**src/core/quad_dac_pkg.sv**
```systemverilog
// ==========================================================================
// Shared constants for the quad converter link and both of its ends
// ==========================================================================
package quad_dac_pkg;

  // ========================================================================
  // Word layout, first bit shifted in is the top bit
  // ========================================================================
  localparam int unsigned WORD_W      = 16;
  localparam int unsigned CODE_W      = 12;
  localparam int unsigned NUM_CH      = 4;
  localparam int unsigned ADDR_W      = 2;
  localparam int unsigned ADDR_HI_BIT = 15;
  localparam int unsigned ADDR_LO_BIT = 14;
  localparam int unsigned CODE_MSB    = 11;
  localparam int unsigned CODE_LSB    = 0;

  // ========================================================================
  // Channel addresses
  // ========================================================================
  localparam logic [1:0] CH_A = 2'h0;
  localparam logic [1:0] CH_B = 2'h1;
  localparam logic [1:0] CH_C = 2'h2;
  localparam logic [1:0] CH_D = 2'h3;

  // ========================================================================
  // Preset values and code scale (4096 steps, so a 12 bit shift)
  // ========================================================================
  localparam logic [11:0] PRESET_ZERO      = 12'h000;
  localparam logic [11:0] PRESET_MID       = 12'h800;
  localparam logic [11:0] CODE_RESET       = 12'h000;
  localparam int unsigned CODE_SCALE_SHIFT = 12;

  // ========================================================================
  // Timing, times in ns and counts derived at 125 MHz
  // ========================================================================
  localparam int unsigned CLOCK_PERIOD_NS    = 8;
  localparam int unsigned LINK_HALF_NS       = 80;
  localparam int unsigned LOAD_PULSE_NS      = 80;
  localparam int unsigned LINK_HALF_CYCLES   = (LINK_HALF_NS + CLOCK_PERIOD_NS - 1) / CLOCK_PERIOD_NS;
  localparam int unsigned LOAD_PULSE_CYCLES  = (LOAD_PULSE_NS + CLOCK_PERIOD_NS - 1) / CLOCK_PERIOD_NS;
  localparam int unsigned SYNC_STAGES        = 2;

endpackage

```
**src/core/quad_dac_link_if.sv**
```systemverilog
`timescale 1ns/1ps
// ==========================================================================
// Serial link between the controller and the converter
// ==========================================================================
interface quad_dac_link_if;
  logic chip_select_n;
  logic serial_clock;
  logic serial_data_in;
  logic load_output_strobe_n;
  logic force_preset_n;
  logic preset_value_select;

  modport host (
    output chip_select_n,
    output serial_clock,
    output serial_data_in,
    output load_output_strobe_n,
    output force_preset_n,
    output preset_value_select
  );

  modport dac (
    input  chip_select_n,
    input  serial_clock,
    input  serial_data_in,
    input  load_output_strobe_n,
    input  force_preset_n,
    input  preset_value_select
  );
endinterface

```
**src/core/quad_dac_device.sv**
```systemverilog
`timescale 1ns/1ps
// Behaviour
// - Select low: rising clock shifts data, MSB first
// - Chip select ORed with clock; rise clocks too
// - Host ends frame with clock held high
// - Host opens frame without a stray rising edge
// - Output equals low ref plus span times code/4096
// - Load strobe low updates the addressed channel
// - Host shifts nothing while load strobe low
// - Clear low presets all channels, zero or mid
// - Clear ignores chip select and transfers
// - After clear, values hold until next load
// - Address 00..11 selects channels A..D
// - Word order: address, two ignored, code MSB first

// ==========================================================================
// Converter end: serial input register, four channel registers, scaling
// ==========================================================================
module quad_dac_device #(
  parameter int unsigned REF_W = 16
) (
  // Clock and reset
  input  wire logic                                   clock_i,
  input  wire logic                                   reset_i,
  // Serial link
  quad_dac_link_if.dac                                link,
  // Reference levels in output units
  input  wire logic signed [REF_W-1:0]                ref_high_i,
  input  wire logic signed [REF_W-1:0]                ref_low_i,
  // Channel state
  output logic [quad_dac_pkg::NUM_CH-1:0][quad_dac_pkg::CODE_W-1:0] channel_code_o,
  output logic [quad_dac_pkg::NUM_CH-1:0][REF_W-1:0]  channel_level_o,
  output logic [quad_dac_pkg::WORD_W-1:0]             input_word_o,
  output logic [4:0]                                  frame_bits_o,
  output logic                                        preset_active_o
);

  // ========================================================================
  // Elaboration checks
  // ========================================================================
  if (REF_W < 2 || REF_W > 32) begin : g_bad_ref_w
    $error("quad_dac_device: REF_W must lie between 2 and 32");
  end

  // ========================================================================
  // Pin synchronisers
  // ========================================================================
  localparam int unsigned NPIN  = 6;
  localparam int unsigned P_CS  = 0;
  localparam int unsigned P_CLK = 1;
  localparam int unsigned P_DAT = 2;
  localparam int unsigned P_LD  = 3;
  localparam int unsigned P_PR  = 4;
  localparam int unsigned P_SEL = 5;

  logic [NPIN-1:0] sync_first;
  logic [NPIN-1:0] sync_second;
  wire  [NPIN-1:0] pins_raw;

  assign pins_raw = {link.preset_value_select, link.force_preset_n, link.load_output_strobe_n,
                     link.serial_data_in, link.serial_clock, link.chip_select_n};

  // Two stages; the first is read only by the second
  always_ff @(posedge clock_i) begin
    if (reset_i) begin
      sync_first  <= 6'h1b;
      sync_second <= 6'h1b;
    end else begin
      sync_first  <= pins_raw;
      sync_second <= sync_first;
    end
  end

  wire cs_n_s     = sync_second[P_CS];
  wire sclk_s     = sync_second[P_CLK];
  wire serial_data_in_s     = sync_second[P_DAT];
  wire load_n_s   = sync_second[P_LD];
  wire preset_n_s = sync_second[P_PR];
  wire preset_sel = sync_second[P_SEL];

  // ========================================================================
  // Combined shift clock and edge detection
  // ========================================================================
  logic combined_prev;
  logic cs_n_prev;

  // Chip select and clock share one OR; its rising edge is the shift edge
  wire combined_clk = cs_n_s | sclk_s;
  wire shift_edge   = combined_clk & ~combined_prev;
  wire frame_start  = cs_n_prev & ~cs_n_s;

  always_ff @(posedge clock_i) begin
    if (reset_i) begin
      combined_prev <= 1'b1;
      cs_n_prev     <= 1'b1;
    end else begin
      combined_prev <= combined_clk;
      cs_n_prev     <= cs_n_s;
    end
  end

  // ========================================================================
  // Input shift register
  // ========================================================================
  logic [quad_dac_pkg::WORD_W-1:0] shift_word;
  logic [4:0]                      bit_count;

  // Shifting left keeps the newest sixteen bits, older bits fall off the top
  wire [quad_dac_pkg::WORD_W-1:0] next_shift_word =
    {shift_word[quad_dac_pkg::WORD_W-2:0], serial_data_in_s};

  // Counter saturates so a long frame still reads as over-full
  wire [4:0] next_bit_count = frame_start ? 5'h00 :
                              (shift_edge && bit_count != 5'h1f) ? bit_count + 5'h01 : bit_count;

  // The word is shifted even while the load strobe is low; keeping it quiet is the host's job
  always_ff @(posedge clock_i) begin
    if (reset_i) begin
      shift_word <= 16'h0000;
    end else if (shift_edge) begin
      shift_word <= next_shift_word;
    end
  end

  always_ff @(posedge clock_i) begin
    if (reset_i) begin
      bit_count <= 5'h00;
    end else begin
      bit_count <= next_bit_count;
    end
  end

  // ========================================================================
  // Word fields and channel decode
  // ========================================================================
  // First bits in are address, then two ignored, then the code
  wire [quad_dac_pkg::ADDR_W-1:0] word_addr =
    {shift_word[quad_dac_pkg::ADDR_HI_BIT], shift_word[quad_dac_pkg::ADDR_LO_BIT]};
  wire [quad_dac_pkg::CODE_W-1:0] word_code =
    shift_word[quad_dac_pkg::CODE_MSB:quad_dac_pkg::CODE_LSB];

  wire [quad_dac_pkg::NUM_CH-1:0] channel_hit;
  assign channel_hit[0] = (word_addr == quad_dac_pkg::CH_A);
  assign channel_hit[1] = (word_addr == quad_dac_pkg::CH_B);
  assign channel_hit[2] = (word_addr == quad_dac_pkg::CH_C);
  assign channel_hit[3] = (word_addr == quad_dac_pkg::CH_D);

  // ========================================================================
  // Channel registers: preset beats load, load is level sensitive
  // ========================================================================
  wire preset_on = ~preset_n_s;
  wire load_on   = ~load_n_s;
  wire [quad_dac_pkg::CODE_W-1:0] preset_code =
    preset_sel ? quad_dac_pkg::PRESET_MID : quad_dac_pkg::PRESET_ZERO;

  logic [quad_dac_pkg::NUM_CH-1:0][quad_dac_pkg::CODE_W-1:0] channel_code;
  logic [quad_dac_pkg::NUM_CH-1:0][quad_dac_pkg::CODE_W-1:0] next_channel_code;

  // Clear is independent of chip select; a held strobe keeps following the input word
  always_comb begin
    next_channel_code = channel_code;
    for (int ch = 0; ch < quad_dac_pkg::NUM_CH; ch++) begin
      if (preset_on) begin
        next_channel_code[ch] = preset_code;
      end else if (load_on && channel_hit[ch]) begin
        next_channel_code[ch] = word_code;
      end
    end
  end

  // Shift word is untouched by clear, so a later strobe restores it
  always_ff @(posedge clock_i) begin
    if (reset_i) begin
      channel_code <= {quad_dac_pkg::NUM_CH{quad_dac_pkg::CODE_RESET}};
    end else begin
      channel_code <= next_channel_code;
    end
  end

  // ========================================================================
  // Output scaling: low + span * code / 4096
  // ========================================================================
  wire signed [REF_W:0] ref_span =
    {ref_high_i[REF_W-1], ref_high_i} - {ref_low_i[REF_W-1], ref_low_i};
  wire  [quad_dac_pkg::NUM_CH-1:0][REF_W-1:0] next_level;

  // Code is unsigned, so it gains a zero sign bit before the product
  for (genvar g = 0; g < quad_dac_pkg::NUM_CH; g++) begin : g_scale
    wire signed [REF_W+13:0] product = ref_span * $signed({1'b0, channel_code[g]});
    wire signed [REF_W+13:0] scaled  = product >>> quad_dac_pkg::CODE_SCALE_SHIFT;
    assign next_level[g] = ref_low_i + scaled[REF_W-1:0];
  end

  // ========================================================================
  // Registered outputs; levels and codes update in the same cycle
  // ========================================================================
  always_ff @(posedge clock_i) begin
    if (reset_i) begin
      channel_code_o  <= {quad_dac_pkg::NUM_CH{quad_dac_pkg::CODE_RESET}};
      channel_level_o <= '0;
      input_word_o    <= 16'h0000;
      frame_bits_o    <= 5'h00;
      preset_active_o <= 1'b0;
    end else begin
      channel_code_o  <= channel_code;
      channel_level_o <= next_level;
      input_word_o    <= shift_word;
      frame_bits_o    <= bit_count;
      preset_active_o <= preset_on;
    end
  end

endmodule // quad_dac_device

```
**src/flat_wrapper.sv**
```systemverilog
// flat-port wrapper written by rule: the top's interface ports become plain ports
module quad_dac_device_flat 
#(
  parameter int unsigned REF_W = 16
)
  (clock_i, reset_i, ref_high_i, ref_low_i, channel_code_o, channel_level_o, input_word_o, frame_bits_o, preset_active_o, link_chip_select_n, link_serial_clock, link_serial_data_in, link_load_output_strobe_n, link_force_preset_n, link_preset_value_select);
  quad_dac_link_if link_i ();
  input  wire logic clock_i;
  input  wire logic reset_i;
  input  wire logic signed [REF_W-1:0] ref_high_i;
  input  wire logic signed [REF_W-1:0] ref_low_i;
  output logic [quad_dac_pkg::NUM_CH-1:0][quad_dac_pkg::CODE_W-1:0] channel_code_o;
  output logic [quad_dac_pkg::NUM_CH-1:0][REF_W-1:0] channel_level_o;
  output logic [quad_dac_pkg::WORD_W-1:0] input_word_o;
  output logic [4:0] frame_bits_o;
  output logic preset_active_o;
  input wire logic [$bits(link_i.chip_select_n)-1:0] link_chip_select_n;
  input wire logic [$bits(link_i.serial_clock)-1:0] link_serial_clock;
  input wire logic [$bits(link_i.serial_data_in)-1:0] link_serial_data_in;
  input wire logic [$bits(link_i.load_output_strobe_n)-1:0] link_load_output_strobe_n;
  input wire logic [$bits(link_i.force_preset_n)-1:0] link_force_preset_n;
  input wire logic [$bits(link_i.preset_value_select)-1:0] link_preset_value_select;
  assign link_i.chip_select_n = link_chip_select_n;
  assign link_i.serial_clock = link_serial_clock;
  assign link_i.serial_data_in = link_serial_data_in;
  assign link_i.load_output_strobe_n = link_load_output_strobe_n;
  assign link_i.force_preset_n = link_force_preset_n;
  assign link_i.preset_value_select = link_preset_value_select;
  quad_dac_device #(.REF_W(REF_W)) u_core (.clock_i(clock_i), .reset_i(reset_i), .link(link_i), .ref_high_i(ref_high_i), .ref_low_i(ref_low_i), .channel_code_o(channel_code_o), .channel_level_o(channel_level_o), .input_word_o(input_word_o), .frame_bits_o(frame_bits_o), .preset_active_o(preset_active_o));
endmodule
```
**config.mk**
```make
export PLATFORM = sky130hd
export DESIGN_NAME = quad_dac_device_flat
export DESIGN_NICKNAME = d
export VERILOG_FILES = /design/src/core/quad_dac_pkg.sv /design/src/core/quad_dac_link_if.sv /design/src/core/quad_dac_device.sv /design/src/flat_wrapper.sv
export SDC_FILE = /design/constraint.sdc
export NUM_CORES = 2
export LEC_CHECK = 0
export BUFFER_PORTS_ARGS = -buffer_cell sky130_fd_sc_hd__buf_4
export CAP_MARGIN = 5
export CORE_AREA = 3 3 247 249
export DETAILED_ROUTE_END_ITERATION = 6
export DIE_AREA = 0 0 250 252
export GPL_TIMING_DRIVEN = 0
export PLACE_DENSITY = 0.92
export SLEW_MARGIN = 20
export SYNTH_ARGS = -nofsm -noshare
export SYNTH_HDL_FRONTEND = slang
export SYNTH_SLANG_ARGS = --single-unit
```
**constraint.sdc**
```tcl
create_clock -name clock_i -period 16.5 [get_ports clock_i]
set_input_delay 0.825 -clock clock_i [delete_from_list [all_inputs] [get_ports clock_i]]
set_output_delay 0.825 -clock clock_i [all_outputs]
set_load 0.1 [all_outputs]
```
==> impl_metrics.py <==
metrics = {
    "status": {
        "outcome": "finished, violations left",
        "violations": "design-rule violations",
    },
    "power": {
        "power_density_nw_per_um2": 44.3,
        "worst_ir_drop_vdd_uv": 88.7,
        "clkPwrFrac_pct": 35.1,
        "swShare_pct": 43.1,
        "intPower_uw": 1050,
        "power_frac_comb_pct": 35.0,
        "finalPower_uw": 1840,
        "power.leakage_uw": 0.0220,
        "sequentialPowerShare_pct": 29.9,
        "power.switching_uw": 792,
    },
    "critical_path": {
        "slowest_delay_ns": 0.93,
        "critPathMaxFanout": 10,
        "required_ns": 16.99,
        "cpLargestDelayFamily": "compound AO/OA/AOI/OAI gates",
        "cp_slowest_cell": "clkbuf_1",
        "r2r_setup_slack_ns": 7.34,
        "setup.worst_path.start_class": "input pin",
        "arrival_ns": 12.15,
        "critPathKind": "input pin to register",
        "cp.buffers_inverters": 7,
        "endpoint_kind": "register",
        "ff2ff_path_depth": 32,
        "r2r-end": "u_core.channel_level_o[15]",
        "timing.rr.start": "u_core.channel_code[1]",
    },
    "synth": {
        "syn-num-nets": 5453,
        "synth_top_area_share_pct": 37.7,
        "yosysWarnings": 0,
        "syn-instance-count": 4366,
        "synth-edff-count": 0,
        "async_flop_share_pct": 0,
        "syn-cell-area_um2": 38300,
        "yosysSeqAreaShare_pct": 11.4,
        "yosysTopAreaCell": "fa_1",
        "ys_ff_latch": 217,
        "synthTopCellsByArea": "fa_1 (38%), dfxtp_1 (11%), ha_1 (11%), inv_1 (9.8%), nand2_1 (5.3%)",
        "yosys_most_used_dff": "dfxtp_1",
        "syn_avg_cell_area_um2": 8.77,
        "synth_cell_types": 73,
    },
    "die": {
        "ioPinCount": 174,
        "chipWidth_um": 250,
        "start_util_pct": 65.0,
        "die_y_um": 252,
        "core_region_area_um2": 58900,
        "core.rowCount": 89,
        "dieArea_um2": 63000,
    },
    "final_layout": {
        "area_growth_pct": 8.39,
        "drive_gt1_share_pct": 6.09,
        "final_util_pct": 70.4,
        "num-nets-final": 5654,
    },
    "worst_hold_path": {
        "hold_depth": 2,
        "whs_endpoint": "u_core.sync_first[4]",
        "hold_path_startpoint": "link_force_preset_n",
        "hold_class": "input pin to register",
    },
    "clock_tree": {
        "cts_hold_buf": 0,
        "clock_sinks": 217,
        "ctsRootBufferMaster": "clkbuf_16",
        "path_clk_slew_ns": 0.06,
        "cts_max_level": 1,
        "clockBufferDepth": 3,
        "cts_tree": "built",
        "clock_latency_ns": 0.62,
        "numCtsBuffers": 27,
        "ctsResizeCount": 0,
        "post_cts_buffers": 0,
    },
    "sta": {
        "rsz0062_at_grt": "false",
        "max_slew_margin_pct": 21.9,
        "slew_violations": 0,
        "period_minus_slack_ns": 11.65,
        "tns_ns": 0,
        "skew_ns": 0.0290,
        "setup_violations": 0,
        "period_share_pct": 70.6,
        "tightest_slew_ns": 1.17,
        "max_freq_mhz": 85.8,
        "hold_viol_final": 0,
    },
    "routing": {
        "drt_iter0_drc": 3232,
        "via_count": 31200,
        "viasPerCell": 5.81,
        "wl_per_cell_um": 22.2,
        "detail-route-antenna-nets": 0,
        "routed_wl_um": 119000,
        "drt-pass1-iter-count": 7,
        "drc": 7,
    },
    "global_routing": {
        "grt_pass1_wl_um": 182000,
        "antenna_found_initial": 7,
        "grt_usage_pct": 38.2,
        "grt_max_degree": 15,
        "grt_overflow": 0,
        "grt_pass1_vias": 32100,
    },
    "place": {
        "gp_congestion": 1.00,
        "port_buffers": 172,
        "hpwlAfterDp_um": 95700,
    },
    "job": {
        "drv_cap": 0,
    },
}
[cell usage in the layout (no fill, tap or decap), types with 43 or more instances in the layout]
master / count
clkbuf_1: 217
buf_4: 172
fa_1: 721
ha_1: 326
nor2b_1: 155
xnor2_1: 117
xor2_1: 43
a21oi_1: 117
nand2_1: 539
and2_1: 284
dfxtp_1: 217
nor2_1: 143
nand2b_1: 86
inv_1: 995
[per-stage QoR]
step	hold slack, ns	worst slack (ns)	instances	cell area, um^2
detailed placement	0.394	4.42	5311	40500
global placement	0.390	4.76	5311	40500
floorplan	0.389	7.41	4366	38300
global route	0.380	4.42	5360	41500
CTS	0.373	4.99	5358	41500
finish	0.386	4.85	5363	41500
[power by group through the flow]
stage	registers [uW]	clock network (uW)	logic, uW
floorplan	678	0	245
global placement	560	0	597
detailed placement	561	0	606
CTS	550	648	611
global route	551	668	650
finish	550	645	644
[cell usage after synthesis, drive strengths merged (5+ instances only)]
cell,n
a211oi,9
a21o,35
a21oi,119
a31oi,13
and2,284
and3,30
buf,13
clkbuf,218
dfxtp,217
fa,721
ha,326
inv,995
mux2,17
mux2i,35
nand2,539
nand2b,86
nand3,40
nand4,11
nor2,143
nor2b,155
nor3,28
nor4,6
o211ai,5
o21a,17
o21ai,46
o21bai,12
o22a,14
o41ai,9
or2,13
or3,6
xnor2,117
xor2,43
[metal layers]
metal,vias up,global-route usage (%),part of all wire [%]
li1,13300,-,-
met3,552,12.8,13
met2,2073,58.4,43
met1,15200,47.0,35
met4,6,23.8,8.0
met5,-,0.902,0.091
[sequential cells by signal, summed over array words and instances (netlist names), 5 cells and up]
signal	cells
u_core.frame_bits_o	5
u_core.sync_second	6
u_core.channel_code_o	48
u_core.shift_word	16
u_core.channel_code	48
u_core.input_word_o	16
u_core.bit_count	5
u_core.sync_first	6
u_core.channel_level_o	64
[logic make-up (layout without fill, tap and decap cells)]
kind of cell             Yosys count  count (layout)  share of synthesized area, %
AO/OA/AOI/OAI                    311             311                          5.42
XOR/XNOR                         162             162                          3.78
adder cells (fa/ha/maj)         1047            1047                          48.4
buffers and inverters           1226            1445                          12.1
flip-flops                       217             217                          11.4
multiplexers                      52              52                          1.42
other                              0               5                             0
AND/OR/NAND/NOR                 1351            1351                          17.5
[worst max path at each step]
stage	startpoint	end	slack, ns	depth (start not counted)
CTS	ref_low_i[1]	u_core.channel_level_o[15]	4.99	41
finish	ref_low_i[1]	u_core.channel_level_o[15]	4.85	41
floorplan	ref_low_i[1]	u_core.channel_level_o[15]	7.41	41
detailed placement	ref_low_i[1]	u_core.channel_level_o[15]	4.42	41
global route	ref_low_i[1]	u_core.channel_level_o[15]	4.42	41
global placement	ref_low_i[1]	u_core.channel_level_o[15]	4.76	41
[area by class of cell]
cell class                 count  area [um^2]
clock inverter                16          210
clock buffer                  31          731
antenna                        5         12.5
fill                        4266        17400
buffer                       231          906
timing repair buffer         172         1290
tap                          773          967
multi-input combinational   2923        29300
inverter                     995         3730
sequential                   217         4340
No activity file was read; power rests on OpenSTA's default activity.
